==> src/dchp_pkg.sv <==
/*
 * Shared constants for the disk controller host port: status bit
 * positions, access codes, phase encoding, reset values and widths.
 * Assumes it is compiled before every other file of the block.
 */
package dchp_pkg;

	// ********************************
	// Widths
	// ********************************
	localparam int BYTE_W = 8; // Data bus width
	localparam int DRIVES = 4; // Drives with seek flags
	localparam int FIFO_DEPTH = 4; // Inbound stack depth
	localparam int INDEX_W = 4; // Command byte counter width
	localparam int PIN_W = 14; // Synchronised pin bundle width

	// ********************************
	// Status register bit positions
	// ********************************
	localparam int ST_SEEK_LSB = 0; // Drive seek flags, bits 3..0
	localparam int ST_RSVD = 4; // Undefined bit
	localparam int ST_PIO = 5; // pio_execution_flag
	localparam int ST_DIR = 6; // transfer_direction
	localparam int ST_READY = 7; // port_ready

	// ********************************
	// Reset values
	// ********************************
	localparam logic [7:0] STATUS_RST = 8'h00; // All flags clear, dir in
	localparam logic [7:0] BYTE_RST = 8'h00; // Empty byte
	localparam logic [3:0] INDEX_RST = 4'h0; // No command byte yet
	localparam logic [3:0] INDEX_MAX = 4'hF; // Counter saturates here
	localparam logic [13:0] PIN_RST = 14'h3EFF; // Pins idle: strobes, acknowledge high, count low

	// ********************************
	// Host access decode
	// ********************************
	typedef enum logic [1:0] {
		ACC_NONE = 2'b00,
		ACC_STATUS_RD = 2'b01,
		ACC_DATA_RD = 2'b10,
		ACC_DATA_WR = 2'b11
	} dchp_acc_t;

	// ********************************
	// Command phases
	// ********************************
	typedef enum logic [1:0] {
		PH_COMMAND = 2'b00,
		PH_EXECUTE = 2'b01,
		PH_RESULT = 2'b10
	} dchp_phase_t;

endpackage

==> src/dchp_byte_fifo.sv <==
/*
 * Small byte FIFO with a registered output stage.
 * Assumes one clock, synchronous active-high reset, power-of-two DEPTH.
 */
`timescale 1ns/1ns
`default_nettype none

module dchp_byte_fifo #(
	parameter int WIDTH = 8,
	parameter int DEPTH = 4
) (
	// Clock and reset
	input wire logic core_clk,
	input wire logic srst,
	// Filling side
	input wire logic inValid,
	input wire logic [WIDTH-1:0] inData,
	output logic inReady,
	// Draining side
	output logic outValid,
	output logic [WIDTH-1:0] outData,
	input wire logic outReady
);

	localparam int PTR_W = $clog2(DEPTH);
	localparam int CNT_W = $clog2(DEPTH + 1);

	logic [WIDTH-1:0] mem_q [DEPTH]; // Storage words
	logic [PTR_W-1:0] wrPtr_q; // Next slot to fill
	logic [PTR_W-1:0] rdPtr_q; // Oldest word
	logic [CNT_W-1:0] count_q; // Words held in storage
	logic outValid_q; // Output stage holds a word
	logic [WIDTH-1:0] outData_q; // Output stage word
	logic push; // Word accepted this cycle
	logic load; // Storage moves to output stage

	// Full storage refuses, so the source really stalls
	assign inReady = (count_q != CNT_W'(DEPTH));
	assign push = inValid && inReady;
	assign load = (count_q != '0) && (!outValid_q || outReady);
	assign outValid = outValid_q;
	assign outData = outData_q;

	// Storage write
	always_ff @(posedge core_clk) begin
		if (push) begin
			mem_q[wrPtr_q] <= inData;
		end
	end

	// Pointers wrap naturally at a power-of-two depth
	always_ff @(posedge core_clk) begin
		if (srst) begin
			wrPtr_q <= '0;
			rdPtr_q <= '0;
		end else begin
			if (push) begin
				wrPtr_q <= wrPtr_q + 1'b1;
			end
			if (load) begin
				rdPtr_q <= rdPtr_q + 1'b1;
			end
		end
	end

	// Occupancy
	always_ff @(posedge core_clk) begin
		if (srst) begin
			count_q <= '0;
		end else if (push && !load) begin
			count_q <= count_q + 1'b1;
		end else if (!push && load) begin
			count_q <= count_q - 1'b1;
		end
	end

	// Registered output stage
	always_ff @(posedge core_clk) begin
		if (srst) begin
			outValid_q <= 1'b0;
			outData_q <= '0;
		end else if (load) begin
			outValid_q <= 1'b1;
			outData_q <= mem_q[rdPtr_q];
		end else if (outReady) begin
			outValid_q <= 1'b0;
		end
	end

endmodule

`default_nettype wire

==> src/dchp_host_port.sv <==
/*
 * Processor-facing port of the disk controller: main status register,
 * stacked data register, phase tracking, interrupt and DMA handshake.
 * Assumes the processor pins are asynchronous to core_clk and that the
 * controller core beside it runs on core_clk and decodes commands.
 */
`timescale 1ns/1ns
`default_nettype none

module dchp_host_port (
	// Clock and reset
	input wire logic core_clk,
	input wire logic srst,
	// Processor bus pins
	input wire logic csN,
	input wire logic rdN,
	input wire logic wrN,
	input wire logic registerSelect,
	input wire logic [7:0] dbIn,
	output logic [7:0] dbOut,
	output logic dbOeN,
	// Interrupt and DMA pins
	output logic intReq,
	output logic drq,
	input wire logic dackN,
	input wire logic terminalCount,
	// Core status inputs
	input wire logic [3:0] driveSeeking,
	input wire logic dmaMode,
	input wire logic execToHost,
	input wire logic cmdComplete,
	input wire logic execDone,
	input wire logic dmaRequest,
	// Inbound bytes toward the core
	output logic cmdValid,
	output logic [7:0] cmdByte,
	input wire logic cmdReady,
	output logic [3:0] cmdByteIndex,
	// Outbound bytes from the core
	input wire logic resValid,
	input wire logic [7:0] resByte,
	input wire logic resLast,
	output logic resReady,
	// Core notifications
	output logic dmaAck,
	output logic tcSeen,
	output logic [1:0] phase
);

	// ****************************************
	// Decode of one synchronised bus state
	// ****************************************

	// Illegal strobe pairs decode to no access at all
	function automatic dchp_pkg::dchp_acc_t decodeAccess(
		input logic cs_n,
		input logic rd_n,
		input logic wr_n,
		input logic sel
	);
		dchp_pkg::dchp_acc_t acc;
		acc = dchp_pkg::ACC_NONE;
		if (!cs_n) begin
			if (!rd_n && wr_n) begin
				acc = sel ? dchp_pkg::ACC_DATA_RD : dchp_pkg::ACC_STATUS_RD;
			end else if (rd_n && !wr_n && sel) begin
				acc = dchp_pkg::ACC_DATA_WR;
			end
		end
		return acc;
	endfunction

	// ****************************************
	// Declarations
	// ****************************************
	logic [13:0] pinS1_q; // First synchroniser stage
	logic [13:0] pinS2_q; // Second synchroniser stage
	dchp_pkg::dchp_acc_t acc; // Access this cycle
	dchp_pkg::dchp_acc_t accPrev_q; // Access last cycle
	logic [7:0] wrLatch_q; // Last byte seen during a write
	logic dackPrev_q; // Acknowledge last cycle
	logic writeEnd; // Data write just finished
	logic readEnd; // Data read just finished
	dchp_pkg::dchp_phase_t phase_q; // Current command phase
	logic pioExec; // Non-DMA execution in progress
	logic inboundOpen; // Processor may write bytes now
	logic outboundOpen; // Processor may read bytes now
	logic fifoInReady; // Inbound stack has room
	logic fifoPush; // Byte offered to the stack
	logic [7:0] resHold_q; // Byte presented for reading
	logic resFull_q; // Presented byte is valid
	logic resLastHold_q; // Presented byte closes the result
	logic resReady_q; // Core may hand over a byte
	logic resTake; // Core byte accepted
	logic [7:0] status_q; // Main status register
	logic readyNow; // Ready flag as it stands now
	logic [7:0] dbOut_q; // Data bus drive value
	logic dbOeN_q; // Data bus enable, low drives
	logic intReq_q; // Interrupt request
	logic drq_q; // DMA request pin
	logic dmaAck_q; // Acknowledge pulse to core
	logic tcSeen_q; // Terminal count level to core
	logic [3:0] cmdIndex_q; // Command byte counter

	// ****************************************
	// Pin synchronisers
	// ****************************************

	// Two flops on every pin; only stage two is looked at
	always_ff @(posedge core_clk) begin
		if (srst) begin
			pinS1_q <= dchp_pkg::PIN_RST;
			pinS2_q <= dchp_pkg::PIN_RST;
		end else begin
			pinS1_q <= {csN, rdN, wrN, registerSelect, dackN, terminalCount, dbIn};
			pinS2_q <= pinS1_q;
		end
	end

	// ****************************************
	// Host access tracking
	// ****************************************

	// Current decode from stage two
	assign acc = decodeAccess(pinS2_q[13], pinS2_q[12], pinS2_q[11], pinS2_q[10]);

	// Previous decode, for end-of-strobe detection
	always_ff @(posedge core_clk) begin
		if (srst) begin
			accPrev_q <= dchp_pkg::ACC_NONE;
		end else begin
			accPrev_q <= acc;
		end
	end

	// Bus data is settled by the end of the strobe, so keep the latest
	always_ff @(posedge core_clk) begin
		if (srst) begin
			wrLatch_q <= dchp_pkg::BYTE_RST;
		end else if (acc == dchp_pkg::ACC_DATA_WR) begin
			wrLatch_q <= pinS2_q[7:0];
		end
	end

	// Acting at the strobe's rising edge, a long strobe counts once
	assign writeEnd = (accPrev_q == dchp_pkg::ACC_DATA_WR) && (acc != dchp_pkg::ACC_DATA_WR);
	assign readEnd = (accPrev_q == dchp_pkg::ACC_DATA_RD) && (acc != dchp_pkg::ACC_DATA_RD);

	// ****************************************
	// Command phase sequencing
	// ****************************************

	// Phases always run command, execute, result, command
	always_ff @(posedge core_clk) begin
		if (srst) begin
			phase_q <= dchp_pkg::PH_COMMAND;
		end else begin
			case (phase_q)
				dchp_pkg::PH_COMMAND: begin
					if (cmdComplete) begin
						phase_q <= dchp_pkg::PH_EXECUTE;
					end
				end
				dchp_pkg::PH_EXECUTE: begin
					if (execDone) begin
						phase_q <= dchp_pkg::PH_RESULT;
					end
				end
				dchp_pkg::PH_RESULT: begin
					// Last result byte read returns to command intake
					if (readEnd && resFull_q && resLastHold_q) begin
						phase_q <= dchp_pkg::PH_COMMAND;
					end
				end
				default: begin
					phase_q <= dchp_pkg::PH_COMMAND;
				end
			endcase
		end
	end

	// Which way bytes move in the current phase
	assign pioExec = (phase_q == dchp_pkg::PH_EXECUTE) && !dmaMode;
	assign inboundOpen = (phase_q == dchp_pkg::PH_COMMAND) || (pioExec && !execToHost);
	assign outboundOpen = (phase_q == dchp_pkg::PH_RESULT) || (pioExec && execToHost);

	// ****************************************
	// Inbound byte stack
	// ****************************************

	// Writes outside an inbound phase, or into a full stack, are dropped
	assign fifoPush = writeEnd && inboundOpen;

	// Stacked data register toward the core
	dchp_byte_fifo #(
		.WIDTH(dchp_pkg::BYTE_W),
		.DEPTH(dchp_pkg::FIFO_DEPTH)
	) inboundStack (
		.core_clk(core_clk),
		.srst(srst),
		.inValid(fifoPush),
		.inData(wrLatch_q),
		.inReady(fifoInReady),
		.outValid(cmdValid),
		.outData(cmdByte),
		.outReady(cmdReady)
	);

	// Byte position within a command, for the core's opcode decode
	always_ff @(posedge core_clk) begin
		if (srst) begin
			cmdIndex_q <= dchp_pkg::INDEX_RST;
		end else if (phase_q != dchp_pkg::PH_COMMAND) begin
			cmdIndex_q <= dchp_pkg::INDEX_RST;
		end else if (fifoPush && fifoInReady && cmdIndex_q != dchp_pkg::INDEX_MAX) begin
			cmdIndex_q <= cmdIndex_q + 1'b1;
		end
	end

	// ****************************************
	// Outbound presented byte
	// ****************************************

	// Core hands a byte only while the slot is free
	assign resTake = resValid && resReady_q;

	// Ready is registered; it drops the cycle after a take
	always_ff @(posedge core_clk) begin
		if (srst) begin
			resReady_q <= 1'b0;
		end else begin
			resReady_q <= outboundOpen && !resFull_q && !resTake;
		end
	end

	// Presented byte: loaded by the core, freed by a processor read
	always_ff @(posedge core_clk) begin
		if (srst) begin
			resHold_q <= dchp_pkg::BYTE_RST;
			resFull_q <= 1'b0;
			resLastHold_q <= 1'b0;
		end else if (resTake) begin
			resHold_q <= resByte;
			resFull_q <= 1'b1;
			resLastHold_q <= resLast;
		end else if (readEnd && resFull_q) begin
			resFull_q <= 1'b0;
			resLastHold_q <= 1'b0;
		end
	end

	// ****************************************
	// Main status register
	// ****************************************

	// Ready follows the slot in use for the current direction
	assign readyNow = outboundOpen ? resFull_q : (inboundOpen && fifoInReady);

	// Rebuilt every cycle; nothing the processor does writes it
	always_ff @(posedge core_clk) begin
		if (srst) begin
			status_q <= dchp_pkg::STATUS_RST;
		end else begin
			status_q[dchp_pkg::ST_SEEK_LSB +: dchp_pkg::DRIVES] <= driveSeeking;
			status_q[dchp_pkg::ST_RSVD] <= 1'b0;
			status_q[dchp_pkg::ST_PIO] <= pioExec;
			status_q[dchp_pkg::ST_DIR] <= outboundOpen;
			status_q[dchp_pkg::ST_READY] <= readyNow;
		end
	end

	// ****************************************
	// Data bus drive
	// ****************************************

	// Status is served in every phase; the bus floats when not read
	always_ff @(posedge core_clk) begin
		if (srst) begin
			dbOut_q <= dchp_pkg::BYTE_RST;
			dbOeN_q <= 1'b1;
		end else begin
			case (acc)
				dchp_pkg::ACC_STATUS_RD: begin
					dbOut_q <= status_q;
					dbOeN_q <= 1'b0;
				end
				dchp_pkg::ACC_DATA_RD: begin
					dbOut_q <= resHold_q;
					dbOeN_q <= 1'b0;
				end
				default: begin
					dbOut_q <= dbOut_q;
					dbOeN_q <= 1'b1;
				end
			endcase
		end
	end

	// ****************************************
	// Interrupt request
	// ****************************************

	// Raised each time ready rises in non-DMA execution and at result entry;
	// a data access clears it, but a new cause in that cycle wins
	always_ff @(posedge core_clk) begin
		if (srst) begin
			intReq_q <= 1'b0;
		end else if (pioExec && readyNow && !status_q[dchp_pkg::ST_READY]) begin
			intReq_q <= 1'b1;
		end else if (execDone && phase_q == dchp_pkg::PH_EXECUTE) begin
			intReq_q <= 1'b1;
		end else if (readEnd || writeEnd) begin
			intReq_q <= 1'b0;
		end
	end

	// ****************************************
	// DMA handshake
	// ****************************************

	// Request only while executing in DMA mode
	always_ff @(posedge core_clk) begin
		if (srst) begin
			drq_q <= 1'b0;
		end else begin
			drq_q <= (phase_q == dchp_pkg::PH_EXECUTE) && dmaMode && dmaRequest;
		end
	end

	// Acknowledge start as a pulse, terminal count as a level
	always_ff @(posedge core_clk) begin
		if (srst) begin
			dackPrev_q <= 1'b1;
			dmaAck_q <= 1'b0;
			tcSeen_q <= 1'b0;
		end else begin
			dackPrev_q <= pinS2_q[9];
			dmaAck_q <= dackPrev_q && !pinS2_q[9];
			tcSeen_q <= pinS2_q[8];
		end
	end

	// ****************************************
	// Outputs
	// ****************************************
	assign dbOut = dbOut_q;
	assign dbOeN = dbOeN_q;
	assign intReq = intReq_q;
	assign drq = drq_q;
	assign resReady = resReady_q;
	assign cmdByteIndex = cmdIndex_q;
	assign dmaAck = dmaAck_q;
	assign tcSeen = tcSeen_q;
	assign phase = phase_q;

endmodule

`default_nettype wire

==> config.mk <==
export PLATFORM = sky130hd
export DESIGN_NAME = dchp_host_port
export DESIGN_NICKNAME = d
export VERILOG_FILES = /design/src/dchp_pkg.sv /design/src/dchp_byte_fifo.sv /design/src/dchp_host_port.sv
export SDC_FILE = /design/constraint.sdc
export NUM_CORES = 1
export LEC_CHECK = 0
export ABC_AREA = 0
export BUFFER_PORTS_ARGS = -buffer_cell sky130_fd_sc_hd__buf_4
export CAP_MARGIN = 20
export CORE_MARGIN = 8
export CORE_UTILIZATION = 30
export DETAILED_ROUTE_END_ITERATION = 7
export HOLD_SLACK_MARGIN = 0.05
export PLACE_DENSITY_LB_ADDON = 0.08
export SLEW_MARGIN = 5
export SYNTH_ARGS = -nofsm -noshare
export SYNTH_HDL_FRONTEND = slang
export SYNTH_SLANG_ARGS = --single-unit
export TNS_END_PERCENT = 20
==> constraint.sdc <==
create_clock -name core_clk -period 7.73 [get_ports core_clk]
set_clock_uncertainty 0.2 [all_clocks]
set_input_delay 1.9325 -clock core_clk [delete_from_list [all_inputs] [get_ports core_clk]]
set_output_delay 1.9325 -clock core_clk [all_outputs]
set_load 0.01 [all_outputs]
==> metrics.txt <==
required time of the critical path 7870 ps; Clk pin slew, worst setup/hold paths 50 ps; Layout area overhead 27.4%; Final Wtd Congestion 0.713; DRC Markers 0; hold depth 1; R2R Setup Slk 4180 ps; setup bufs post-CTS 0; Starting DRT DRC Count 132; clock buffer depth 2; share of post-route cells with drive strength above 1 31.5%; FP Rows 44; fin crit period 4020 ps; number of port buffers 64; Die Y-Extent 138 um; internal power 1330 uW; IO Pins 65; dpl hpwl 6180 um; Initial Util 30.8%; drt pass-1 iters 4; hold-fix buffers at CTS 0; Synth top cells by count 92 x dfxtp_1, 45 x nor2_1, 32 x edfxtp_1, 28 x or2_2, 26 x mux2i_1; final instance area 5700 um^2; Peak VDD IR 0.156 mV; Final Max Tran Viols 0; Worst R2R Path Depth 13; Ant. Diodes 0; vias per cell 4.35; CTS tree yes; largest net degree at the start of global routing 89; Synth area leaders dfxtp_1 41%, edfxtp_1 21%, mux2i_1 5.8%, mux4_2 4.0%, or2_2 3.9%; Final ANT Viol Nets 0; Clock power frac 45.3%; Worst Hold Launch pinS1_q[1]; main combinational cell family by area after synthesis simple AND/OR/NAND/NOR gates; Comb power frac 12.1%; hold slack final 205 ps; top-count cell post-synth dfxtp_1; Global Route Usage Sum 10.1%; Sink Count 124; Slew @ Worst Pin 861 ps; Cell Count, Final, Fillers Out 635; total wire length 9000 um; Worst setup EP type register; Adder-Cell Fraction of Synth Area 2.69%; crit-path max FO 11; number of synthesized register bits 124; RR Endpoint inboundStack.count_q[2]; post-synthesis cell count 373; Crit path arrival time 4150 ps; Worst slew margin 42.6%; H-tree Lvls 4; first-pass GRT wire length 15500 um; Synth top area share 41.2%; grt met2 use 15.2%; post_cts resized 0; post-synthesis mux area share 9.85%; Synth area leader dfxtp_1; worst r2r src pinS2_q[11]; RSZ-0062 raised after global routing false; Synth Area in Compound Gates 4.90%; post-DR wirelength/cell 14.2 um; sw frac 24.0%; Die Area 19100 um^2; Flop pwr share 42.6%; Hold Path End pinS2_q[1]; Most used DFF post-synth dfxtp_1; Yosys cell types 45; Cell Count Post-Placement 603; Total Nets Final 483; Power Density 308 nW/um^2; post-synthesis sequential area ratio 62.7%; Critical Path Start Type input pin; status finished clean; Final Hold Vio Count 0; MaxCap Viol Count 0; total power 1750 uW; XOR/XNOR Fraction of Synth Area 1.18%; Hold WC Path Type register to register; Syn Std Cell Area 4470 um^2; Fill cells 1422; syn avg cell area 12.0 um^2; Synth Warn # 0; CTS root buffer clkbuf_16; Post-synth EDFFs 32; Achievable Freq 0.249 GHz; Switch Pwr 421 uW; Post-DP Area 5090 um^2; leakage 0.00222 uW; Mapped Nets 418; setup violators final 0; insertion delay to the later sink of the worst-skew pair 410 ps; post-synthesis simple-gate area fraction 15.9%; Die X 138 um; ys async rst share 0%; fin crit share 52.0%; grt total ovfl 0; WS Path Type input pin to register; aggregate negative setup slack 0 ps; vias in the first global route 3011; CTS buffer count 17; Vias 2765; initial antenna violation count 0; M3 GR Usage 3.46%; grt met1 use 12.5%; global route hottest layer met2; Core Area 14500 um^2
## how the worst max path moves through the flow
stage	startpoint	to	slack, ps	depth (start not counted)
final	dmaMode	inboundStack.count_q[2]	3710	10
after global routing	dmaMode	inboundStack.count_q[2]	3570	10
after CTS	dmaMode	inboundStack.count_q[2]	3710	10
after detailed placement	dmaMode	inboundStack.count_q[2]	3270	10
after global placement	dmaMode	inboundStack.count_q[2]	3340	10
after floorplan	dmaMode	inboundStack.count_q[2]	3580	10
## routing by layer
| metal | vias up | routed length, um |
|---|---|---|
| met5 | - | 0 |
| met2 | 56 | 4020 |
| li1 | 1410 | - |
| met4 | 0 | 204 |
| met1 | 1285 | 4400 |
| met3 | 14 | 371 |
## critical path, stage by stage
cell and delay (ps):
buf_4 120, o21a_1 200, or4_4 450, inv_2 180, ha_1 220, inv_1 60, fa_1 380, xor2_1 170
or3_1 310, a21oi_1 130
## per-stage QoR
| stage | setup WS, ps | utilization [%] |
|---|---|---|
| after detailed placement | 3270 | 35.0 |
| final | 3710 | 39.2 |
| after global routing | 3570 | 39.2 |
| after floorplan | 3580 | - |
| after global placement | 3340 | 35.0 |
| after CTS | 3710 | 39.2 |
## cell type report
type | count | area, um^2 | area share, %
Timing Repair Buffer | 64 | 480 | 8.44
Sequential cell | 124 | 2800 | 49.2
Multi-Input combinational cell | 221 | 1540 | 27.1
Tap cell | 184 | 230 | 4.04
Inverter | 10 | 37.5 | 0.659
Clock buffer | 18 | 429 | 7.54
Clock inverter | 14 | 174 | 3.05
## power groups by stage
stage | Sequential [uW] | Clock [uW] | Combinational (uW)
after floorplan | 750 | 0 | 146
after global placement | 762 | 0 | 211
after detailed placement | 763 | 0 | 216
after CTS | 749 | 817 | 216
after global routing | 757 | 849 | 238
final | 747 | 795 | 212
## kinds of logic after synthesis
logic type | Yosys count
adders and majority gates | 9
xor gates and xnor gates | 6
AOI/OAI and AO/OA | 36
buffers and inverters | 28
and+or+nand+nor | 136
muxes | 34
DFF | 124
## sequential cells by signal, summed over array words and instances, names as in the netlist, 3 cells and up
signal and flops:
pinS1_q 14, dbOut 8, inboundStack.count_q 3, wrLatch_q 8
cmdByteIndex 4, pinS2_q 14, inboundStack.mem_q 32, resHold_q 8
inboundStack.outData 8, status_q 7
## cell usage in the layout (no fill, tap or decap), types with 2 or more instances in the layout
cell type and n:
mux2i_1 26, mux4_2 8, dfxtp_1 92, buf_4 64
or3_1 3, nand2b_1 4, inv_1 9, nand3b_1 2
and2_2 4, nand3_1 2, o21ai_0 3, clkbuf_16 17
xnor2_1 2, nor2_1 45, clkinv_4 3, bufinv_16 3
nor3b_1 2, edfxtp_1 32, a21oi_1 23, clkinvlp_4 7
xor2_1 4, nor3_1 7, ha_1 8, nor2b_1 9
or2_2 28, nand2_1 22
Note: power is estimated with default switching activity, not from simulation.
